===== src/rtl/dual_mode_state_sequencer_consts.svh =====
// constants for the dual mode state sequencer: addresses, bit positions,
// table sizes and power-up contents of the freq mode table
// assumes a byte-wide register port with 10-bit addresses
// Summary of operation
// both sequencers disabled: blocks follow manual registers 0x045 to 0x048
// sixteen modes each; sixteen freq chain states, seventy transmit states
// freq mode: buffer bit, three band pairs, attenuator, corner, low-pass bit
// ready/active pair: neither set is sleep, both set is active
// transmit mode: four amplifier pairs plus three splitter enables
// each state is a four-bit index selecting mode 0 to 15
// loop holds depth plus one states, depth zero leaves state 1
// transmit depth in 0x017 bits 6:0, freq chain depth bits 3:0
// pulse rise preloads state; latch applies settings on pulse fall
// with bypass high, settings apply right after the rising edge
// freq follow-sleep bit 6 forces freq chain asleep with transmitter
// freq hold bit 5 stops freq advancing while forced asleep
// transmit follow-sleep bit 6 forces transmitter asleep with freq chain
// transmit hold bit 5 stops transmit advancing while forced asleep
// control bit 7 enables each sequencer; software sets it first
// state 0 always applies mode 0; mode 0 contents stay writable
// reset pulse moves pointer to state 0 from anywhere, anytime
// advance steps one state; after last state wraps to state 1
// register 0x044 bit 3 resets, bit 2 advances the freq chain
// freq modes at 0x070 to 0x08F, freq states at 0x03C to 0x043
// transmit modes at 0x050 to 0x06F, states at 0x019 to 0x03B
// freq mode table powers up with nine preset modes
// register 0x044 bit 1 resets, bit 0 advances the transmitter
// disabled sequencer ignores pulses and keeps its pointer
`ifndef DUAL_MODE_STATE_SEQUENCER_CONSTS_SVH
`define DUAL_MODE_STATE_SEQUENCER_CONSTS_SVH

// ****************************************************************
// register addresses
// ****************************************************************
`define ADDR_TX_CTRL 10'h016
`define ADDR_TX_DEPTH 10'h017
`define ADDR_FREQ_CFG 10'h018
`define ADDR_TX_STATE_BASE 10'h019
`define ADDR_TX_STATE_LAST 10'h03B
`define ADDR_FREQ_STATE_BASE 10'h03C
`define ADDR_FREQ_STATE_LAST 10'h043
`define ADDR_SOFT_STROBE 10'h044
`define ADDR_MANUAL_BASE 10'h045
`define ADDR_MANUAL_LAST 10'h048
`define ADDR_TX_MODE_BASE 10'h050
`define ADDR_TX_MODE_LAST 10'h06F
`define ADDR_FREQ_MODE_BASE 10'h070
`define ADDR_FREQ_MODE_LAST 10'h08F

// ****************************************************************
// bit positions
// ****************************************************************
`define BIT_SEQ_ENABLE 7
`define BIT_FOLLOW_SLEEP 6
`define BIT_SLEEP_HOLD 5
`define BIT_LATCH_BYPASS 4
`define BIT_SOFT_FREQ_RESET 3
`define BIT_SOFT_FREQ_ADVANCE 2
`define BIT_SOFT_TX_RESET 1
`define BIT_SOFT_TX_ADVANCE 0

// ****************************************************************
// table sizes and reset values
// ****************************************************************
`define MODE_COUNT 16
`define FREQ_STATE_COUNT 16
`define TX_STATE_COUNT 70
`define CTRL_RESET 8'h00
// nine freq presets, two bytes per mode, mode 0 in the low bytes
`define FREQ_MODE_PRESETS 144'h1F6B_9F6B_1F6E_9F6E_537A_477A_D37A_1F6A_0000

`endif


===== src/rtl/seq_pkg.sv =====
// types shared by the dual mode state sequencer
// assumes the constants header sits beside it under rtl/
`include "dual_mode_state_sequencer_consts.svh"
package seq_pkg;

  // power state of one band or amplifier
  typedef enum logic [1:0] {
    PWR_SLEEP = 2'b00,
    PWR_READY = 2'b01,
    PWR_ACTIVE = 2'b11
  } pwr_t;

  // freq chain mode as stored: {odd byte, even byte}
  typedef struct packed {
    logic bandpass_corner;
    logic lpf;
    logic spare1;
    logic [4:0] attn;
    logic spare0;
    logic inBuf;
    logic [1:0] bandLow;
    logic [1:0] bandMid;
    logic [1:0] bandHigh;
  } freq_mode_t;

  // transmit mode as stored: {odd byte, even byte}
  typedef struct packed {
    logic [4:0] spare;
    logic split34;
    logic split12;
    logic splitFirst;
    logic [1:0] pa4;
    logic [1:0] pa3;
    logic [1:0] pa2;
    logic [1:0] pa1;
  } tx_mode_t;

  // decoded freq chain configuration driven to the analog side
  typedef struct packed {
    logic inBuf;
    pwr_t bandLow;
    pwr_t bandMid;
    pwr_t bandHigh;
    logic [4:0] attn;
    logic bandpassCorner;
    logic lpf;
  } freq_cfg_t;

  // decoded transmitter configuration driven to the analog side
  typedef struct packed {
    pwr_t pa1;
    pwr_t pa2;
    pwr_t pa3;
    pwr_t pa4;
    logic splitFirst;
    logic split12;
    logic split34;
  } tx_cfg_t;

  // register file and output state of the top module
  typedef struct packed {
    logic [7:0] txCtrl;
    logic [7:0] txDepth;
    logic [7:0] freqCfg;
    logic [34:0][7:0] txStates;
    logic [7:0][7:0] freqStates;
    logic [3:0][7:0] manual;
    logic [31:0][7:0] txModes;
    logic [31:0][7:0] freqModes;
    logic [3:0] softStrobe;
    logic [7:0] rdData;
    freq_cfg_t freqOut;
    tx_cfg_t txOut;
  } top_state_t;

endpackage


===== src/rtl/dual_mode_state_sequencer.sv =====
// two mode/state sequencers for the freq chain and the transmitter,
// with their register file and manual override path
// assumes pins and register port are synchronous to clk, and that the
// serial port logic presents one byte write or read per request
`timescale 1ns/10ps
`include "dual_mode_state_sequencer_consts.svh"

// ****************************************************************
// pointer of one sequencer: preload on rise, apply on fall
// ****************************************************************
module seq_pointer #(
  parameter int NUM_STATES = 16,
  parameter int PTR_W = 4
) (
  input wire logic clk,
  input wire logic resetn,
  input wire logic enable,
  input wire logic bypass,
  input wire logic hold,
  input wire logic resetPulse,
  input wire logic advancePulse,
  input wire logic [PTR_W-1:0] depth,
  output logic [PTR_W-1:0] pointer,
  output logic [PTR_W-1:0] applied
);
  typedef struct packed {
    logic [PTR_W-1:0] ptr;
    logic [PTR_W-1:0] held;
    logic rstPrev;
    logic advPrev;
  } ptr_state_t;

  localparam logic [PTR_W-1:0] LAST_STATE = PTR_W'(NUM_STATES - 1);
  localparam logic [PTR_W-1:0] ONE = PTR_W'(1);

  ptr_state_t s_r;
  ptr_state_t s_nxt;
  logic rstRise;
  logic advRise;
  logic anyFall;

  // edge detection on the combined pin and soft pulses
  assign rstRise = resetPulse & ~s_r.rstPrev;
  assign advRise = advancePulse & ~s_r.advPrev;
  assign anyFall = (~resetPulse & s_r.rstPrev) |
                   (~advancePulse & s_r.advPrev);

  // pointer movement and settings latch
  always_comb begin
    s_nxt = s_r;
    s_nxt.rstPrev = resetPulse;
    s_nxt.advPrev = advancePulse;
    if (enable) begin
      if (rstRise) begin
        s_nxt.ptr = '0;
      end else if (advRise && !hold) begin
        // wrap past the loop end, or past the last entry if depth
        // reaches beyond the table
        if (s_r.ptr > depth || s_r.ptr == LAST_STATE) begin
          s_nxt.ptr = ONE;
        end else begin
          s_nxt.ptr = s_r.ptr + ONE;
        end
      end
      if (bypass) begin
        s_nxt.held = s_nxt.ptr;
      end else if (anyFall) begin
        s_nxt.held = s_r.ptr;
      end
    end
  end

  // state register
  always_ff @(posedge clk) begin
    if (!resetn) begin
      s_r <= '0;
    end else begin
      s_r <= s_nxt;
    end
  end

  assign pointer = s_r.ptr;
  assign applied = s_r.held;
endmodule

// ****************************************************************
// top: register file, mode lookup, sleep coupling, manual path
// ****************************************************************
module dual_mode_state_sequencer #(
  parameter int ADDR_W = 10
) (
  input wire logic clk,
  input wire logic resetn,
  input wire logic freqChainResetPin,
  input wire logic freqChainAdvancePin,
  input wire logic transmitResetPin,
  input wire logic transmitAdvancePin,
  input wire logic [ADDR_W-1:0] regAddr,
  input wire logic [7:0] regWrData,
  input wire logic regWrEn,
  output logic [7:0] regRdData,
  output seq_pkg::freq_cfg_t freqChainCfg,
  output seq_pkg::tx_cfg_t transmitCfg,
  output logic [3:0] freqChainPointer,
  output logic [6:0] transmitPointer
);

  // decode a stored ready/active pair into a power state
  function automatic seq_pkg::pwr_t decodePair(input logic [1:0] pair);
    seq_pkg::pwr_t p;
    case (pair)
      2'b00: p = seq_pkg::PWR_SLEEP;
      2'b11: p = seq_pkg::PWR_ACTIVE;
      default: p = seq_pkg::PWR_READY;
    endcase
    return p;
  endfunction

  seq_pkg::top_state_t s_r;
  seq_pkg::top_state_t s_nxt;

  logic freqEnable;
  logic txEnable;
  logic freqBypass;
  logic txBypass;
  logic freqHold;
  logic txHold;
  logic freqResetPulse;
  logic freqAdvancePulse;
  logic txResetPulse;
  logic txAdvancePulse;
  logic [3:0] freqPtr;
  logic [6:0] txPtr;
  logic [3:0] freqApplied;
  logic [6:0] txApplied;
  logic [3:0] freqModeIdx;
  logic [3:0] txModeIdx;
  seq_pkg::freq_mode_t freqMode;
  seq_pkg::tx_mode_t txMode;
  logic freqRawSleep;
  logic txRawSleep;
  logic freqForced;
  logic txForced;
  logic [ADDR_W-1:0] offs;

  // control bits
  assign freqEnable = s_r.freqCfg[`BIT_SEQ_ENABLE];
  assign txEnable = s_r.txCtrl[`BIT_SEQ_ENABLE];
  assign freqBypass = s_r.freqCfg[`BIT_LATCH_BYPASS];
  assign txBypass = s_r.txCtrl[`BIT_LATCH_BYPASS];

  // pins or soft strobes drive each sequencer
  assign freqResetPulse = freqChainResetPin |
                          s_r.softStrobe[`BIT_SOFT_FREQ_RESET];
  assign freqAdvancePulse = freqChainAdvancePin |
                            s_r.softStrobe[`BIT_SOFT_FREQ_ADVANCE];
  assign txResetPulse = transmitResetPin |
                        s_r.softStrobe[`BIT_SOFT_TX_RESET];
  assign txAdvancePulse = transmitAdvancePin |
                          s_r.softStrobe[`BIT_SOFT_TX_ADVANCE];

  // hold advancing while forced asleep by the other block
  assign freqHold = s_r.freqCfg[`BIT_SLEEP_HOLD] & freqForced;
  assign txHold = s_r.txCtrl[`BIT_SLEEP_HOLD] & txForced;

  seq_pointer #(
    .NUM_STATES(`FREQ_STATE_COUNT),
    .PTR_W(4)
  ) freqSeq (
    .clk(clk),
    .resetn(resetn),
    .enable(freqEnable),
    .bypass(freqBypass),
    .hold(freqHold),
    .resetPulse(freqResetPulse),
    .advancePulse(freqAdvancePulse),
    .depth(s_r.freqCfg[3:0]),
    .pointer(freqPtr),
    .applied(freqApplied)
  );

  seq_pointer #(
    .NUM_STATES(`TX_STATE_COUNT),
    .PTR_W(7)
  ) txSeq (
    .clk(clk),
    .resetn(resetn),
    .enable(txEnable),
    .bypass(txBypass),
    .hold(txHold),
    .resetPulse(txResetPulse),
    .advancePulse(txAdvancePulse),
    .depth(s_r.txDepth[6:0]),
    .pointer(txPtr),
    .applied(txApplied)
  );

  // state to mode index: odd states in the high nibble, state 0 fixed
  always_comb begin
    freqModeIdx = s_r.freqStates[freqApplied[3:1]][3:0];
    if (freqApplied[0]) begin
      freqModeIdx = s_r.freqStates[freqApplied[3:1]][7:4];
    end
    if (freqApplied == 4'h0) begin
      freqModeIdx = 4'h0;
    end
    txModeIdx = s_r.txStates[txApplied[6:1]][3:0];
    if (txApplied[0]) begin
      txModeIdx = s_r.txStates[txApplied[6:1]][7:4];
    end
    if (txApplied == 7'h00) begin
      txModeIdx = 4'h0;
    end
  end

  // mode source: sequencer table, or manual registers when both sequencers are disabled
  always_comb begin
    freqMode = seq_pkg::freq_mode_t'({s_r.freqModes[{freqModeIdx, 1'b1}],
                                      s_r.freqModes[{freqModeIdx, 1'b0}]});
    txMode = seq_pkg::tx_mode_t'({s_r.txModes[{txModeIdx, 1'b1}],
                                  s_r.txModes[{txModeIdx, 1'b0}]});
    if (!freqEnable && !txEnable) begin
      freqMode = seq_pkg::freq_mode_t'({s_r.manual[3], s_r.manual[2]});
      txMode = seq_pkg::tx_mode_t'({s_r.manual[1], s_r.manual[0]});
    end
  end

  // sleep coupling between the two blocks
  assign freqRawSleep = ~|{freqMode.bandLow, freqMode.bandMid,
                           freqMode.bandHigh};
  assign txRawSleep = ~|{txMode.pa1, txMode.pa2, txMode.pa3, txMode.pa4};
  assign freqForced = s_r.freqCfg[`BIT_FOLLOW_SLEEP] & txRawSleep;
  assign txForced = s_r.txCtrl[`BIT_FOLLOW_SLEEP] & freqRawSleep;

  assign offs = regAddr;

  // register writes, soft strobes, read data and output registers
  always_comb begin
    s_nxt = s_r;
    s_nxt.softStrobe = 4'h0;
    if (regWrEn) begin
      if (regAddr == `ADDR_TX_CTRL) begin
        s_nxt.txCtrl = regWrData;
      end else if (regAddr == `ADDR_TX_DEPTH) begin
        s_nxt.txDepth = regWrData;
      end else if (regAddr == `ADDR_FREQ_CFG) begin
        s_nxt.freqCfg = regWrData;
      end else if (regAddr >= `ADDR_TX_STATE_BASE &&
                   regAddr <= `ADDR_TX_STATE_LAST) begin
        s_nxt.txStates[6'(offs - `ADDR_TX_STATE_BASE)] = regWrData;
      end else if (regAddr >= `ADDR_FREQ_STATE_BASE &&
                   regAddr <= `ADDR_FREQ_STATE_LAST) begin
        s_nxt.freqStates[3'(offs - `ADDR_FREQ_STATE_BASE)] = regWrData;
      end else if (regAddr == `ADDR_SOFT_STROBE) begin
        s_nxt.softStrobe = regWrData[3:0];
      end else if (regAddr >= `ADDR_MANUAL_BASE &&
                   regAddr <= `ADDR_MANUAL_LAST) begin
        s_nxt.manual[2'(offs - `ADDR_MANUAL_BASE)] = regWrData;
      end else if (regAddr >= `ADDR_TX_MODE_BASE &&
                   regAddr <= `ADDR_TX_MODE_LAST) begin
        s_nxt.txModes[5'(offs - `ADDR_TX_MODE_BASE)] = regWrData;
      end else if (regAddr >= `ADDR_FREQ_MODE_BASE &&
                   regAddr <= `ADDR_FREQ_MODE_LAST) begin
        s_nxt.freqModes[5'(offs - `ADDR_FREQ_MODE_BASE)] = regWrData;
      end
    end

    // read data, one cycle after the address; unmapped reads as zero
    s_nxt.rdData = 8'h00;
    if (regAddr == `ADDR_TX_CTRL) begin
      s_nxt.rdData = s_r.txCtrl;
    end else if (regAddr == `ADDR_TX_DEPTH) begin
      s_nxt.rdData = s_r.txDepth;
    end else if (regAddr == `ADDR_FREQ_CFG) begin
      s_nxt.rdData = s_r.freqCfg;
    end else if (regAddr >= `ADDR_TX_STATE_BASE &&
                 regAddr <= `ADDR_TX_STATE_LAST) begin
      s_nxt.rdData = s_r.txStates[6'(offs - `ADDR_TX_STATE_BASE)];
    end else if (regAddr >= `ADDR_FREQ_STATE_BASE &&
                 regAddr <= `ADDR_FREQ_STATE_LAST) begin
      s_nxt.rdData = s_r.freqStates[3'(offs - `ADDR_FREQ_STATE_BASE)];
    end else if (regAddr >= `ADDR_MANUAL_BASE &&
                 regAddr <= `ADDR_MANUAL_LAST) begin
      s_nxt.rdData = s_r.manual[2'(offs - `ADDR_MANUAL_BASE)];
    end else if (regAddr >= `ADDR_TX_MODE_BASE &&
                 regAddr <= `ADDR_TX_MODE_LAST) begin
      s_nxt.rdData = s_r.txModes[5'(offs - `ADDR_TX_MODE_BASE)];
    end else if (regAddr >= `ADDR_FREQ_MODE_BASE &&
                 regAddr <= `ADDR_FREQ_MODE_LAST) begin
      s_nxt.rdData = s_r.freqModes[5'(offs - `ADDR_FREQ_MODE_BASE)];
    end

    // freq chain outputs, all zero while forced asleep
    s_nxt.freqOut.inBuf = freqMode.inBuf;
    s_nxt.freqOut.bandLow = decodePair(freqMode.bandLow);
    s_nxt.freqOut.bandMid = decodePair(freqMode.bandMid);
    s_nxt.freqOut.bandHigh = decodePair(freqMode.bandHigh);
    s_nxt.freqOut.attn = freqMode.attn;
    s_nxt.freqOut.bandpassCorner = freqMode.bandpass_corner;
    s_nxt.freqOut.lpf = freqMode.lpf;
    if (freqForced) begin
      s_nxt.freqOut = '0;
    end

    // transmitter outputs, all zero while forced asleep
    s_nxt.txOut.pa1 = decodePair(txMode.pa1);
    s_nxt.txOut.pa2 = decodePair(txMode.pa2);
    s_nxt.txOut.pa3 = decodePair(txMode.pa3);
    s_nxt.txOut.pa4 = decodePair(txMode.pa4);
    s_nxt.txOut.splitFirst = txMode.splitFirst;
    s_nxt.txOut.split12 = txMode.split12;
    s_nxt.txOut.split34 = txMode.split34;
    if (txForced) begin
      s_nxt.txOut = '0;
    end
  end

  // state register; freq mode table comes up with its presets
  always_ff @(posedge clk) begin
    if (!resetn) begin
      s_r <= '0;
      s_r.txCtrl <= `CTRL_RESET;
      s_r.freqCfg <= `CTRL_RESET;
      s_r.freqModes <= {112'h0, `FREQ_MODE_PRESETS};
    end else begin
      s_r <= s_nxt;
    end
  end

  assign regRdData = s_r.rdData;
  assign freqChainCfg = s_r.freqOut;
  assign transmitCfg = s_r.txOut;
  assign freqChainPointer = freqPtr;
  assign transmitPointer = txPtr;
endmodule


===== config.mk =====
export PLATFORM = sky130hd
export DESIGN_NAME = dual_mode_state_sequencer
export DESIGN_NICKNAME = d
export VERILOG_FILES = /design/src/rtl/seq_pkg.sv /design/src/rtl/dual_mode_state_sequencer.sv
export VERILOG_INCLUDE_DIRS = /design/src /design/src/rtl
export SDC_FILE = /design/constraint.sdc
export NUM_CORES = 2
export LEC_CHECK = 0
export BUFFER_PORTS_ARGS = -buffer_cell sky130_fd_sc_hd__clkbuf_2
export CAP_MARGIN = 30
export CORE_MARGIN = 2
export CORE_UTILIZATION = 51
export CTS_CLUSTER_SIZE = 24
export DETAILED_ROUTE_END_ITERATION = 12
export PLACE_DENSITY_LB_ADDON = 0.15
export SKIP_CTS_REPAIR_TIMING = 1
export SLEW_MARGIN = 40
export SYNTH_ARGS = -nofsm -noshare
export SYNTH_HDL_FRONTEND = slang
export SYNTH_HIERARCHICAL = 1
export SYNTH_SLANG_ARGS = --single-unit

===== constraint.sdc =====
create_clock -name clk -period 4 [get_ports clk]
set_input_delay 0.2 -clock clk [delete_from_list [all_inputs] [get_ports clk]]
set_output_delay 0.2 -clock clk [all_outputs]
set_load 0.005 [all_outputs]

==> impl_metrics.yaml <==
clock_network:
  clk_pin_slew_ns: 0.06
  cts_max_level: 3
  cts_tree: "yes"
  cts_buffers: 105
  root_buffer: "clkbuf_16"
  clockBufferDepth: 3
  clock-sinks: 975
  clk_latency_ns: 0.72
drt:
  wl_um: 240000
  drc: 0
  detail-route-antenna-nets: 0
  via_per_inst: 6.50
  drt_iter0_markers: 7715
  dr.pass1.iters: 7
  wl_per_cell_um: 29.2
  vias: 53519
worst_setup_path:
  worstPathMaxFanout: 8
  crit_type: "register to register"
  startpoint_type: "register"
  critPathMaxStageDelay_ns: 0.38
  cp.required_ns: 4.65
  cp.arrival_ns: 5.58
  cpMostUsedCell: "buf_12"
  worstSetupEndpointType: "register"
  slowest_stage: "dfxtp_4"
placed_design:
  io_buffer_count: 68
  dp_slack_ns: -1.28
  hpwl_um: 170000
  gp_congestion: 1.05
logic_synthesis:
  syn_nets: 6408
  yosysTopAreaCell: "dfxtp_1"
  synth_edf_count: 0
  yosysWarnings: 6
  synth-seq-area-share: 0.369
  synth_area_um2: 52900
  synth_top_flop_cell: "dfxtp_1"
  ys_ff_latch: 975
  synth_cell_types: 95
  syn_inst: 6349
  synth_top_area_frac: 0.369
  yosys-top-cells-area: "dfxtp_1 37%, nand2_1 9.0%, a21boi_0 8.5%, mux2i_1 8.5%, nand3_1 6.4%"
  synth_async_sr_flop_share: 0
  avgSynthCellArea_um2: 8.34
timing:
  rsz0062_at_grt: "yes"
  timing.final.max_slew_violations: 0
  relSlewSlack: 0.408
  fmax_ghz: 0.203
  hold_viol_final: 0
  fin_skew_ns: 0.0273
  fin_crit_sh: 1.23
  tns_ns: -25.23
  worstMarginPinSlew_ns: 0.888
  whs_ns: 0.00968
  setup_ws_ns: -0.931
  period_minus_slack_ns: 4.93
  setup-violations-final: 47
finish:
  drive_gt1_frac: 0.219
  layout_commonest_cell: "nand2_1"
  nets: 6828
  nFillCells: 9026
  final_cell_mix: "1268 x nand2_1, 970 x dfxtp_1, 780 x buf_4"
  area_growth_pct: 21.4
  multi_input_area_um2: 31300
  regArea_um2: 19500
global_route:
  grt_max_degree: 188
  first_global_vias: 48924
  grt_pass1_wl_um: 343000
  grt_util_all_layers: 0.432
  antenna_found_initial: 5
  overflow: 0
floorplanning:
  die_h_um: 326
  initial_core_util: 0.513
  io_pins: 69
  coreArea_um2: 103000
  die-area_um2: 106000
  die_w_um: 326
  rows: 118
power_and_ir_drop:
  power.density_nw_per_um2: 343
  leakage_nw: 23.3
  peakVddDrop_mv: 0.449
outcome:
  violations: "setup timing"
  outcome: "complete, but fails checks"
hold_path:
  hold_path.class: "input port to register"
flow_run:
  cap_violations: 0
==> cell families (layout without fill, tap and decap cells) <==
| family | after synthesis | after routing | share of synthesized area |
|---|---|---|---|
| adders and majority gates | 34 | 34 | 0.00803 |
| other | 0 | 4 | 0 |
| xor gates and xnor gates | 13 | 13 | 0.00215 |
| muxes | 646 | 646 | 0.148 |
| and+or+nand+nor | 2638 | 2639 | 0.228 |
| DFF | 975 | 975 | 0.369 |
| buffers and inverters | 662 | 1160 | 0.0548 |
| AOI/OAI and AO/OA | 1381 | 1382 | 0.191 |
==> layout make-up <==
type / count / share of cell area
sequential: 975 / 0.304
antenna: 4 / 0.000156
tap: 1380 / 0.0269
inverter: 36 / 0.00210
clock inverter: 36 / 0.00839
clock buffer: 151 / 0.0476
timing repair buffer: 937 / 0.124
multi-input combinational: 4714 / 0.487
==> report_power, final <==
group | internal (mW) | switching (mW) | total [mW] | leakage (nW)
registers | 9.71 | 0.00608 | 9.72 | 7.86
logic | 0.600 | 1.33 | 1.93 | 13.6
clock network | 6.08 | 4.31 | 10.4 | 1.78
==> per-stage QoR <==
step / std cells / cell area, µm² / util / power [mW]
4_1_cts: 8179 / 63100 / 0.612 / 22.0
3_3_place_gp: 7992 / 59500 / 0.577 / 11.8
3_5_place_dp: 7992 / 59500 / 0.577 / 11.8
2_1_floorplan: 6349 / 53200 / - / 10.8
6_report: 8233 / 64300 / 0.623 / 22.0
5_1_grt: 8229 / 64300 / 0.623 / 22.4
==> synth_stat cells (11+ instances only) <==
master / number
a2111oi_0: 19
a211o_1: 12
a211oi_1: 39
a21boi_0: 603
a21oi_1: 128
a221o_1: 26
a221oi_1: 82
a22o_1: 13
a22oi_1: 79
a311oi_1: 11
a31oi_1: 28
and2_1: 25
and3_1: 29
buf_1: 55
buf_2: 81
buf_4: 73
clkbuf_1: 410
dfxtp_1: 975
ha_1: 34
inv_1: 33
mux2_2: 100
mux2i_1: 448
mux4_2: 98
nand2_1: 1276
nand2b_1: 13
nand3_1: 680
nand4_1: 25
nor2_1: 199
nor2_2: 16
nor2b_1: 245
nor3_1: 40
nor4_1: 11
o211ai_1: 30
o21ai_0: 105
o221ai_1: 44
o22ai_1: 73
or3_1: 13
==> state kept, by name, indices dropped and copies added (netlist names) <==
register	flops
s_r	914
freqChainCfg	14
transmitCfg	11
regRdData	8
txSeq/applied	7
txSeq/pointer	7
freqSeq/applied	4
freqSeq/pointer	4
freqSeq/s_r	2
txSeq/s_r	2
freqBypass	1
freqEnable	1
==> worst paths after layout <==
check                                                   start                              end  slack (ns)  depth (start not counted)
worst max register to register  txSeq/applied[1]$_SDFFE_PN0P_  freqSeq/applied[3]$_SDFFE_PN0P_       -0.93                         26
worst max-delay path            txSeq/applied[1]$_SDFFE_PN0P_  freqSeq/applied[3]$_SDFFE_PN0P_       -0.93                         26
worst min register to register          s_r[355]$_SDFFE_PN0P_            s_r[355]$_SDFFE_PN0P_        0.45                          2
worst min-delay path                                   resetn            s_r[859]$_SDFFE_PN0P_        0.01                          2
==> worst max-delay path, delay by kind of cell (launching register included) <==
family	cells	cell delay (ns)
simple gates	7	1.17
compound gates	8	1.55
mux	2	0.23
xor+xnor	1	0.21
buf+inv	7	1.09
flops	1	0.38
fa+ha+maj	1	0.21
==> routing by layer <==
metal,vias up,wire [µm],global-route usage
li1,23445,-,-
met1,25991,100000,0.618
met2,3473,97800,0.608
met3,602,29900,0.117
met4,8,12000,0.179
met5,-,52,0
Power figures use the tool's default switching activity.
